$ cat src/rtl/npe_pkg.sv
/*
  Shared constants for the program/erase control block: register offsets,
  control bit positions, alternate-space map, unlock keys, timing.
  Assumes an 8-bit register port and a 100 MHz system clock.
*/
package npe_pkg;
  // ==========================================
  // Register offsets (port address)
  localparam logic [2:0] ADDR_DATA_LOW = 3'h0;
  localparam logic [2:0] ADDR_DATA_HIGH = 3'h1;
  localparam logic [2:0] ADDR_ADDR_LOW = 3'h2;
  localparam logic [2:0] ADDR_ADDR_HIGH = 3'h3;
  localparam logic [2:0] ADDR_CONTROL = 3'h4;
  localparam logic [2:0] ADDR_UNLOCK = 3'h5;
  // ==========================================
  // Control register bit positions
  localparam int BIT_READ = 0;
  localparam int BIT_LAUNCH = 1;
  localparam int BIT_PERMIT = 2;
  localparam int BIT_FAULT = 3;
  localparam int BIT_ERASE = 4;
  localparam int BIT_LATCH_ONLY = 5;
  localparam int BIT_SPACE = 6;
  // ==========================================
  // Unlock keys and word layout
  localparam logic [7:0] KEY_FIRST = 8'h55;
  localparam logic [7:0] KEY_SECOND = 8'haa;
  localparam int WORD_W = 14;
  localparam int ADDR_W = 15;
  localparam int LATCH_SEL_W = 5;
  localparam int LATCH_COUNT = 32;
  localparam logic [13:0] BLANK_WORD = 14'h3fff;
  localparam logic [6:0] ADDR_HIGH_RESERVED = 7'h00;
  // ==========================================
  // Alternate-space map (addresses with the space bit as bit 15)
  localparam logic [15:0] UID_LO = 16'h8000;
  localparam logic [15:0] UID_HI = 16'h8003;
  localparam logic [15:0] ID_LO = 16'h8005;
  localparam logic [15:0] ID_HI = 16'h8006;
  localparam logic [15:0] CFG_LO = 16'h8007;
  localparam logic [15:0] CFG_HI = 16'h800b;
  localparam logic [15:0] EE_LO = 16'hf000;
  localparam logic [15:0] EE_HI = 16'hf0ff;
  // ==========================================
  // Self-timed operation length
  localparam int CLK_MHZ = 100;
  localparam int OP_TIME_US = 2;
  localparam int OP_CYCLES = OP_TIME_US * CLK_MHZ;
  // ==========================================
  // Kinds of access presented to the memory
  typedef enum logic [2:0] {
    NPE_OP_NONE,
    NPE_OP_READ,
    NPE_OP_ERASE_ROW,
    NPE_OP_WRITE_ROW,
    NPE_OP_WRITE_ALT
  } npe_op_t;
endpackage

$ cat src/rtl/npe_alt_map.sv
/*
  Decodes an alternate-space address into read and write permission.
  Purely combinational; assumes a 16-bit address with the space bit on top.
*/
`timescale 1ns/10ps
module npe_alt_map
  import npe_pkg::*;
(
  input wire logic [15:0] altAddr,
  output logic readOk,
  output logic writeOk
);
  wire inUid = (altAddr >= UID_LO) && (altAddr <= UID_HI);
  wire inId = (altAddr >= ID_LO) && (altAddr <= ID_HI);
  wire inCfg = (altAddr >= CFG_LO) && (altAddr <= CFG_HI);
  wire inEe = (altAddr >= EE_LO) && (altAddr <= EE_HI);
  assign readOk = inUid | inId | inCfg | inEe;
  assign writeOk = inUid | inEe;
endmodule

$ cat src/rtl/npe_latches.sv
/*
  Row write latches: one word per slot, blank after every row operation.
  Assumes the controller issues at most one load or clear per cycle.
*/
`timescale 1ns/10ps
module npe_latches
  import npe_pkg::*;
#(
  parameter int COUNT = LATCH_COUNT,
  parameter int SEL_W = LATCH_SEL_W
)
(
  input wire logic mclk,
  input wire logic rstSyncB,
  input wire logic loadEn,
  input wire logic [SEL_W-1:0] loadSel,
  input wire logic [WORD_W-1:0] loadWord,
  input wire logic clearAll,
  output logic [COUNT*WORD_W-1:0] rowData
);
  genvar g;
  generate
    for (g = 0; g < COUNT; g++)
    begin : gSlot
      logic [WORD_W-1:0] word_q;
      wire hit = loadEn && (loadSel == SEL_W'(g));
      always_ff @(posedge mclk or negedge rstSyncB)
      begin
        if (!rstSyncB)
          word_q <= BLANK_WORD;
        else if (clearAll)
          word_q <= BLANK_WORD;
        else if (hit)
          word_q <= loadWord;
      end
      assign rowData[g*WORD_W +: WORD_W] = word_q;
    end
  endgenerate
endmodule

$ cat src/rtl/npe_control.sv
/*
  Program/erase command logic: register port, unlock check, launch decode,
  write-protect and fault flagging, alternate-space map, memory access port.
  Assumes a synchronous 8-bit register master and a flash macro that answers
  reads in the same cycle and needs only the row request for writes.
*/
`timescale 1ns/10ps
// Behaviour
// - space bit selects alternate space
// - bad alternate read returns zeros
// - alternate reads wide, writes UID/EEPROM only
// - ident range readable, write refused
// - erase or row-program launch on protected address sets fault
// - reset during operation sets fault; the code loads fault from faultAtReset after reset
// - broken unlock sets fault, no launch
// - fault settable by software, never hardware-cleared
// - erase-select erases whole 32-word row
// - protected row operation aborted with fault
// - latch-only launch loads one latch
// - latch load ignores write protect
// - plain launch programs latches into row
// - data-low register readable and writable
// - 55h then AAh before launch
// - self-timed, launch cleared when done
// - latches blank after row write or erase
// - low five address bits pick latch
module npe_control
  import npe_pkg::*;
#(
  parameter int OP_LEN = OP_CYCLES
)
(
  input wire logic mclk,
  input wire logic rst_b,
  input wire logic [2:0] regAddr,
  input wire logic [7:0] regWdata,
  input wire logic regWrite,
  input wire logic regRead,
  output logic [7:0] regRdata,
  input wire logic [ADDR_W-1:0] protectBase,
  input wire logic faultAtReset,
  output npe_pkg::npe_op_t memOp,
  output logic [15:0] memAddr,
  output logic [WORD_W-1:0] memWdata,
  output logic [LATCH_COUNT*WORD_W-1:0] memRow,
  input wire logic [WORD_W-1:0] memRdata,
  output logic busy
);
  import npe_pkg::*;

  // ==========================================
  // Reset release
  logic rstMeta_q, rstSyncB;
  always_ff @(posedge mclk or negedge rst_b)
  begin
    if (!rst_b)
    begin
      rstMeta_q <= 1'b0;
      rstSyncB <= 1'b0;
    end
    else
    begin
      rstMeta_q <= 1'b1;
      rstSyncB <= rstMeta_q;
    end
  end

  typedef enum logic [1:0] {NPE_IDLE, NPE_KEY1, NPE_ARMED} npe_key_t;
  typedef enum logic {NPE_READY, NPE_RUN} npe_run_t;

  logic [7:0] dataLow_q, dataLow_d;
  logic [5:0] dataHigh_q, dataHigh_d;
  logic [7:0] addrLow_q;
  logic [6:0] addrHigh_q;
  logic space_q, latchOnly_q, erase_q, permit_q, fault_q, fault_d, launch_q;
  logic read_q;
  npe_key_t key_q, key_d;
  npe_run_t run_q, run_d;
  logic [$clog2(OP_LEN+1)-1:0] cnt_q;
  logic captured_q;
  npe_op_t memOp_q;

  // ==========================================
  // Decode
  wire wrData = regWrite && (regAddr == ADDR_DATA_LOW);
  wire wrDataH = regWrite && (regAddr == ADDR_DATA_HIGH);
  wire wrAddrL = regWrite && (regAddr == ADDR_ADDR_LOW);
  wire wrAddrH = regWrite && (regAddr == ADDR_ADDR_HIGH);
  wire wrCtl = regWrite && (regAddr == ADDR_CONTROL);
  wire wrKey = regWrite && (regAddr == ADDR_UNLOCK);
  wire [ADDR_W-1:0] fullAddr = {addrHigh_q, addrLow_q};
  // space bit picks the alternate map
  wire [15:0] targetAddr = {space_q, fullAddr};
  wire altRead, altWrite;
  npe_alt_map uMap (
    .altAddr(targetAddr),
    .readOk(altRead),
    .writeOk(altWrite)
  );
  wire pfmProtected = !space_q && (fullAddr < protectBase);
  wire launchReq = wrCtl && regWdata[BIT_LAUNCH] && !launch_q;
  // launch valid only as the next port access after both keys
  wire unlocked = (key_q == NPE_ARMED);
  wire goodLaunch = launchReq && unlocked && permit_q;
  // launch without the full key sequence
  wire badKey = launchReq && !unlocked && permit_q;
  wire isErase = !space_q && erase_q;
  wire isLoad = !space_q && !erase_q && latchOnly_q;
  wire isRow = !space_q && !erase_q && !latchOnly_q;
  // row operations to protected area aborted
  // latch loads skip the protect check
  wire protHit = goodLaunch &&
    ((space_q && !altWrite) || ((isErase || isRow) && pfmProtected));
  wire startOp = goodLaunch && !protHit && !isLoad;
  wire loadNow = goodLaunch && isLoad;
  wire readReq = wrCtl && regWdata[BIT_READ] && !busy;
  wire opDone = (run_q == NPE_RUN) && (cnt_q == 0);

  // ==========================================
  // Unlock sequencer
  always_comb
  begin
    key_d = NPE_IDLE;
    unique case (key_q)
      NPE_IDLE: key_d = (wrKey && regWdata == KEY_FIRST) ? NPE_KEY1 : NPE_IDLE;
      NPE_KEY1: key_d = (wrKey && regWdata == KEY_SECOND) ? NPE_ARMED : NPE_IDLE;
      NPE_ARMED: key_d = NPE_IDLE;
    endcase
    // Any other write between keys breaks the sequence
    if (key_q == NPE_IDLE && wrKey && regWdata == KEY_FIRST)
      key_d = NPE_KEY1;
    else if (key_q == NPE_ARMED && !regWrite && !regRead)
      key_d = NPE_ARMED;
  end

  // ==========================================
  // Run timer
  always_comb
  begin
    run_d = run_q;
    if (startOp)
      run_d = NPE_RUN;
    else if (opDone)
      run_d = NPE_READY;
  end

  always_ff @(posedge mclk or negedge rstSyncB)
  begin
    if (!rstSyncB)
    begin
      key_q <= NPE_IDLE;
      run_q <= NPE_READY;
    end
    else
    begin
      key_q <= key_d;
      run_q <= run_d;
    end
  end

  // self-timed count, launch bit drops at end
  always_ff @(posedge mclk or negedge rstSyncB)
  begin
    if (!rstSyncB)
      cnt_q <= '0;
    else if (startOp)
      cnt_q <= ($clog2(OP_LEN+1))'(OP_LEN - 1);
    else if (cnt_q != 0)
      cnt_q <= cnt_q - 1'b1;
  end

  always_ff @(posedge mclk or negedge rstSyncB)
  begin
    if (!rstSyncB)
      launch_q <= 1'b0;
    else if (startOp)
      launch_q <= 1'b1;
    else if (opDone)
      launch_q <= 1'b0;
  end
  assign busy = launch_q;

  // ==========================================
  // Fault flag: hardware only sets it
  always_comb
  begin
    fault_d = fault_q;
    if (wrCtl)
      fault_d = regWdata[BIT_FAULT];
    // software may write it; set still wins
    if (protHit || badKey)
      fault_d = 1'b1;
  end

  always_ff @(posedge mclk or negedge rstSyncB)
  begin
    if (!rstSyncB)
    begin
      captured_q <= 1'b0;
      fault_q <= 1'b0;
    end
    else if (!captured_q)
    begin
      captured_q <= 1'b1;
      fault_q <= faultAtReset | fault_d;
    end
    else
      fault_q <= fault_d;
  end

  // ==========================================
  // Control bits
  always_ff @(posedge mclk or negedge rstSyncB)
  begin
    if (!rstSyncB)
    begin
      space_q <= 1'b0;
      latchOnly_q <= 1'b0;
      erase_q <= 1'b0;
      permit_q <= 1'b0;
      read_q <= 1'b0;
    end
    else
    begin
      read_q <= readReq;
      if (wrCtl)
      begin
        space_q <= regWdata[BIT_SPACE];
        latchOnly_q <= regWdata[BIT_LATCH_ONLY];
        permit_q <= regWdata[BIT_PERMIT];
        if (!busy)
          erase_q <= regWdata[BIT_ERASE];
      end
      else if (opDone)
        erase_q <= 1'b0;
    end
  end

  // ==========================================
  // Address registers
  always_ff @(posedge mclk or negedge rstSyncB)
  begin
    if (!rstSyncB)
    begin
      addrLow_q <= 8'h00;
      addrHigh_q <= ADDR_HIGH_RESERVED;
    end
    else
    begin
      if (wrAddrL && !busy)
        addrLow_q <= regWdata;
      if (wrAddrH && !busy)
        addrHigh_q <= regWdata[6:0];
    end
  end

  // ==========================================
  // Data registers and read path
  always_comb
  begin
    dataLow_d = dataLow_q;
    dataHigh_d = dataHigh_q;
    if (wrData)
      dataLow_d = regWdata;
    if (wrDataH)
      dataHigh_d = regWdata[5:0];
    if (read_q)
    begin
      if (space_q && !altRead)
      begin
        dataLow_d = 8'h00;
        dataHigh_d = 6'h00;
      end
      else
      begin
        dataLow_d = memRdata[7:0];
        dataHigh_d = memRdata[13:8];
      end
    end
  end

  always_ff @(posedge mclk or negedge rstSyncB)
  begin
    if (!rstSyncB)
    begin
      dataLow_q <= 8'h00;
      dataHigh_q <= 6'h00;
    end
    else
    begin
      dataLow_q <= dataLow_d;
      dataHigh_q <= dataHigh_d;
    end
  end

  // ==========================================
  // Write latches
  npe_latches #(
    .COUNT(LATCH_COUNT),
    .SEL_W(LATCH_SEL_W)
  ) uLatch (
    .mclk(mclk),
    .rstSyncB(rstSyncB),
    .loadEn(loadNow),
    .loadSel(addrLow_q[LATCH_SEL_W-1:0]),
    .loadWord({dataHigh_q, dataLow_q}),
    .clearAll(opDone && !space_q),
    .rowData(memRow)
  );

  // ==========================================
  // Memory request
  npe_op_t opSel;
  assign opSel = space_q ? NPE_OP_WRITE_ALT : (isErase ? NPE_OP_ERASE_ROW : NPE_OP_WRITE_ROW);

  always_ff @(posedge mclk or negedge rstSyncB)
  begin
    if (!rstSyncB)
      memOp_q <= NPE_OP_NONE;
    else if (startOp)
      memOp_q <= opSel;
    else if (readReq)
      memOp_q <= NPE_OP_READ;
    else
      memOp_q <= NPE_OP_NONE;
  end
  assign memOp = memOp_q;
  // row boundary from the upper address bits
  assign memAddr = (memOp_q == NPE_OP_ERASE_ROW || memOp_q == NPE_OP_WRITE_ROW) ?
    {space_q, fullAddr[ADDR_W-1:LATCH_SEL_W], {LATCH_SEL_W{1'b0}}} : targetAddr;
  assign memWdata = {dataHigh_q, dataLow_q};

  // ==========================================
  // Read data, one cycle after strobe
  wire [7:0] ctlView = {1'b0, space_q, latchOnly_q, erase_q, fault_q, permit_q,
    launch_q, read_q};
  logic [7:0] rdSel;
  always_comb
  begin
    rdSel = 8'h00;
    unique case (regAddr)
      ADDR_DATA_LOW: rdSel = dataLow_q;
      ADDR_DATA_HIGH: rdSel = {2'b00, dataHigh_q};
      ADDR_ADDR_LOW: rdSel = addrLow_q;
      ADDR_ADDR_HIGH: rdSel = {1'b1, addrHigh_q};
      ADDR_CONTROL: rdSel = ctlView;
      default: rdSel = 8'h00;
    endcase
  end
  always_ff @(posedge mclk or negedge rstSyncB)
  begin
    if (!rstSyncB)
      regRdata <= 8'h00;
    else
      regRdata <= regRead ? rdSel : 8'h00;
  end

  // ==========================================
  // Checks
  AST_NOKEY: assert property (@(posedge mclk) disable iff (!rstSyncB)
    badKey |=> fault_q && !launch_q)
    else $error("broken unlock did not fault");
  AST_PROT: assert property (@(posedge mclk) disable iff (!rstSyncB)
    protHit |=> fault_q && memOp == NPE_OP_NONE)
    else $error("protected launch not refused");
  AST_DONE: assert property (@(posedge mclk) disable iff (!rstSyncB)
    $fell(launch_q) |-> $past(cnt_q) == 0)
    else $error("launch dropped early");
  AST_PERMIT: assert property (@(posedge mclk) disable iff (!rstSyncB)
    (launchReq && !permit_q && !launch_q) |=> !launch_q)
    else $error("launch without permit");
  AST_ZERO: assert property (@(posedge mclk) disable iff (!rstSyncB)
    (read_q && space_q && !altRead) |=> dataLow_q == 8'h00 && dataHigh_q == 6'h00)
    else $error("unmapped read not zero");
  AST_IDRO: assert property (@(posedge mclk) disable iff (!rstSyncB)
    (goodLaunch && space_q && targetAddr == ID_LO) |=> fault_q && !launch_q)
    else $error("ident write not refused");
  AST_STICKY: assert property (@(posedge mclk) disable iff (!rstSyncB)
    (fault_q && !wrCtl) |=> fault_q)
    else $error("fault cleared by hardware");
  AST_ERASE: assert property (@(posedge mclk) disable iff (!rstSyncB)
    (startOp && isErase) |=> memOp == NPE_OP_ERASE_ROW && memAddr[4:0] == 5'h00)
    else $error("erase not row aligned");
  AST_DATA: assert property (@(posedge mclk) disable iff (!rstSyncB)
    (wrData && !read_q) |=> dataLow_q == $past(regWdata))
    else $error("data low not stored");
  COV_LOAD: cover property (@(posedge mclk) disable iff (!rstSyncB) loadNow);
  COV_ROW: cover property (@(posedge mclk) disable iff (!rstSyncB) startOp && isRow);
  COV_ERASE: cover property (@(posedge mclk) disable iff (!rstSyncB) opDone && erase_q);
endmodule

$ cat config.mk
export PLATFORM = sky130hd
export DESIGN_NAME = npe_control
export DESIGN_NICKNAME = d
export VERILOG_FILES = /design/src/rtl/npe_pkg.sv /design/src/rtl/npe_alt_map.sv /design/src/rtl/npe_latches.sv /design/src/rtl/npe_control.sv
export SDC_FILE = /design/constraint.sdc
export NUM_CORES = 1
export LEC_CHECK = 0
export BUFFER_PORTS_ARGS = -buffer_cell sky130_fd_sc_hd__buf_2
export CAP_MARGIN = 5
export CORE_MARGIN = 5
export CORE_UTILIZATION = 55
export CTS_CLUSTER_DIAMETER = 30
export DETAILED_ROUTE_END_ITERATION = 8
export PLACE_DENSITY = 0.82
export SLEW_MARGIN = 25
export SYNTH_ARGS = -nofsm -noshare
export SYNTH_HDL_FRONTEND = slang
export SYNTH_SLANG_ARGS = --single-unit
$ cat constraint.sdc
create_clock -name mclk -period 26.7 [get_ports mclk]
set_clock_uncertainty 0.15 [all_clocks]
set_input_delay 2.67 -clock mclk [delete_from_list [all_inputs] [get_ports mclk]]
set_output_delay 2.67 -clock mclk [all_outputs]
set_load 0.1 [all_outputs]
==> impl_metrics.toml <==
[status]
run_status = "finished clean"

[synth]
number_of_instances_in_the_synthesized_netlist = 2307
seq_area_frac_synth_pct = 60.26
ys_dominant_reg_cell = "dfstp_2"
yosys_warnings = 0
synth_cell_types = 63
postSynth.asyncResetShare_pct = 100.0
avgSynthCellArea_um2 = 9.548
mappedNetlistArea_um2 = 22030
yosys_register_bits = 508
synth_enable_flop_cells = 0

[drt]
drc = 0
num_vias = 20360
drt-initial-drc-count = 2548
wirelength_um = 82960
firstDrtPassIters = 6
drt-vias-per-instance = 6.026
wl_per_cell_um = 24.56
ant_nets = 0

[global_routing]
grt_pass1_vias = 20280
grt_max_degree = 174
grt_use_met3_pct = 9.049
track_usage_pct = 36.31
gr_peak_layer = "met2"
globalRoute.totalOverflow = 0
global_route_met1_usage_pct = 45.53
antenna_found_initial = 10
grt_pass1_wl_um = 123800
groute.layer.met2.usage_pct = 58.54

[sta]
timing.final.crit_share_pct = 19.19
finalMaxSlewViolations = 0
max_freq_mhz = 195.2
report.final.hold_viol_count = 0
worst-slew-pin-transition_ns = 1.101
post-route-min-period_ns = 5.124
setup_viol = 0
grt_setup_unrepaired = "no"
maxSlewHeadroom_pct = 26.58
setup_tns_ns = 0
hold-worst-slack_ns = 0.2023

[clocking]
clock_tree.root_cell = "clkbuf_16"
cts_resized = 0
cts.clk_slew.worst_paths_ns = 0.06
clock_latency_ns = 0.62
post_cts_buffers = 0
cts_htree_levels = 3
tritoncts_num_sinks = 508
hold_buffers = 0
ctsLongestPathBuffers = 3
tritoncts_clock_tree = "built"
cts-buffers-inserted = 96

[worst_setup_path]
timing.critical_path.max_delay_family = "flip-flops"
arrival_ns = 2.30
cell_chain_of_the_critical_path = "buf_2"
setup.worst_path.class = "register to output port"
crit_slowest_cell = "dfrtp_2"
crit_required_ns = 23.88
crit_path_max_incr_delay_ns = 1.09
end_kind = "output port"
crit_path_start_kind = "register"
maximum_fanout_encountered_on_the_critical_timing_path = 29
worst-path-buf-inv = 1

[power]
total_switching_power_mw = 0.5792
power-per-cell-area_nw_per_um2 = 80.82
vdd.ir_drop.worst_v = 0.00005282
power_switching_share_pct = 25.35
power.combinational.fraction_pct = 5.1
total_power_mw = 2.285
pwr-share-clk_pct = 58.2
internal_power_mw = 1.706
power_leakage_nw = 13.32
seqPwrFrac_pct = 36.7

[die]
die_w_um = 210.1
initial_utilization_pct = 55.57
ios = 535
fp.dieH_um = 210.1
fp.coreArea_um2 = 39640
std_cell_rows = 73
design.die.area_um2 = 44150

[min_path]
timing.hold.worst.class = "register to register"

[flow_run]
cap_viol_max_count = 0

[layout]
nets = 2829
flow.area_growth_from_synthesis_pct = 28.34
layout-drive-gt1-share_pct = 43.42
layout.core_utilization_pct = 71.32
finish.instance_area_um2 = 28270

[placed_design]
placedInstanceArea_um2 = 24600
io_buffers = 534
gp_congestion = 0.9422
dpl.hpwl_um = 51690
-- path summary, 6_finish.rpt --
check | slack (ns) | endpoint | from | depth (start not counted)
setup reg to reg | 23.06 | uLatch.gSlot[19].word_q[9]$_DFFE_PN1P_ | cnt_q[3]$_DFFE_PN0P_ | 6
hold / removal | 0.20 | rstSyncB$_DFF_PN0_ | rstMeta_q$_DFF_PN0_ | 0
min in group asynchronous | 0.48 | uLatch.gSlot[9].word_q[10]$_DFFE_PN1P_ | rstSyncB$_DFF_PN0_ | 0
setup / recovery | 21.58 | memWdata[8] | dataHigh_q[0]$_DFFE_PN0P_ | 1
max in group asynchronous | 24.14 | uLatch.gSlot[19].word_q[5]$_DFFE_PN1P_ | rstSyncB$_DFF_PN0_ | 3
hold reg to reg | 0.20 | rstSyncB$_DFF_PN0_ | rstMeta_q$_DFF_PN0_ | 0
-- synthesized netlist by cell type (4+ instances only) --
| master | number | share of area [%] |
|---|---|---|
| nor2_1 | 34 | 0.58 |
| dfrtp_1 | 60 | 6.8 |
| buf_2 | 66 | 1.5 |
| ha_1 | 18 | 1.0 |
| a211oi_1 | 14 | 0.48 |
| nand3_1 | 369 | 8.4 |
| nor2b_1 | 14 | 0.40 |
| or4_1 | 4 | 0.14 |
| o21ai_0 | 11 | 0.25 |
| buf_6 | 10 | 0.51 |
| o22ai_1 | 6 | 0.17 |
| nor3_1 | 7 | 0.16 |
| dfstp_2 | 448 | 53 |
| nand2b_1 | 17 | 0.48 |
| nor2_2 | 6 | 0.17 |
| nor4_1 | 6 | 0.17 |
| buf_4 | 10 | 0.34 |
| nor4bb_1 | 4 | 0.18 |
| nand4_1 | 4 | 0.11 |
| o211ai_2 | 4 | 0.23 |
| mux2_2 | 19 | 0.97 |
| clkbuf_1 | 99 | 1.7 |
| nand2_1 | 839 | 14 |
| a22oi_1 | 12 | 0.41 |
| and2_1 | 13 | 0.37 |
| inv_1 | 36 | 0.61 |
| buf_1 | 4 | 0.068 |
| a21oi_1 | 27 | 0.61 |
| o211ai_1 | 97 | 3.3 |
-- cells in the final DEF, fill, tap and decap left out, drive strengths merged, types with 3 or more instances in the layout --
cell type    n
o22ai        6
and4         3
dfstp      448
a22oi       12
mux2        19
diode        9
mux2i        3
ha          18
a211oi      14
nor2b       14
nor2        40
buf        549
xnor2        3
dfrtp       60
nor4         7
o211ai     101
bufinv      22
clkinv      21
clkinvlp     9
nand3      370
nor4bb       4
o21ai       11
nand2      840
a21oi       27
nand4        6
nand2b      18
inv         47
or4          4
nor3        13
and2        13
clkbuf     115
-- power by group through the flow --
stage               sequential, mW  clock, mW  combinational (mW)
floorplan                    0.837          0              0.0529
global placement             0.846          0               0.110
detailed placement           0.847          0               0.111
CTS                          0.836       1.33               0.112
global route                 0.836       1.38               0.120
finish                       0.839       1.33               0.116
-- metrics by stage --
stage | worst slack [ns] | cells
6_report | 21.58 | 3378
5_1_grt | 21.39 | 3377
4_1_cts | 21.59 | 3367
3_5_place_dp | 21.08 | 3191
3_3_place_gp | 21.16 | 3191
2_1_floorplan | 12.13 | 2308
-- flip-flops by register name, indices dropped and copies added, names as in the netlist --
| register | count |
|---|---|
| regRdata | 8 |
| rstSyncB | 1 |
| dataLow_q | 8 |
| dataHigh_q | 6 |
| addrHigh_q | 7 |
| erase_q | 1 |
| addrLow_q | 8 |
| latchOnly_q | 1 |
| key_q | 2 |
| busy | 1 |
| uLatch.gSlot.word_q | 448 |
| read_q | 1 |
| permit_q | 1 |
| fault_q | 1 |
| rstMeta_q | 1 |
| memOp | 3 |
| cnt_q | 8 |
| space_q | 1 |
| captured_q | 1 |
-- kinds of logic after synthesis --
| kind of cell | share of synthesized area [%] |
|---|---|
| flip-flops | 60.26 |
| other | 0.01702 |
| multiplexers | 1.108 |
| buffers and inverters | 4.754 |
| XOR/XNOR | 0.1988 |
| adder cells (fa/ha/maj) | 1.022 |
| AO/OA/AOI/OAI | 5.970 |
| AND/OR/NAND/NOR | 26.67 |
-- cell type report --
cell class	instances	area [um^2]
timing repair buffer	549	2836
multi-input combinational	1573	7751
tap	525	656.9
fill	2669	11370
sequential	508	13290
antenna	9	22.52
clock buffer	115	2595
inverter	38	142.6
clock inverter	61	973.4
-- routing by layer --
layer / up-vias / wire [um]
met5: - / 20
met4: 4 / 4626
met3: 304 / 9414
met2: 1484 / 39090
met1: 9943 / 29810
li1: 8621 / -
Note: power is estimated with default switching activity, not from simulation.
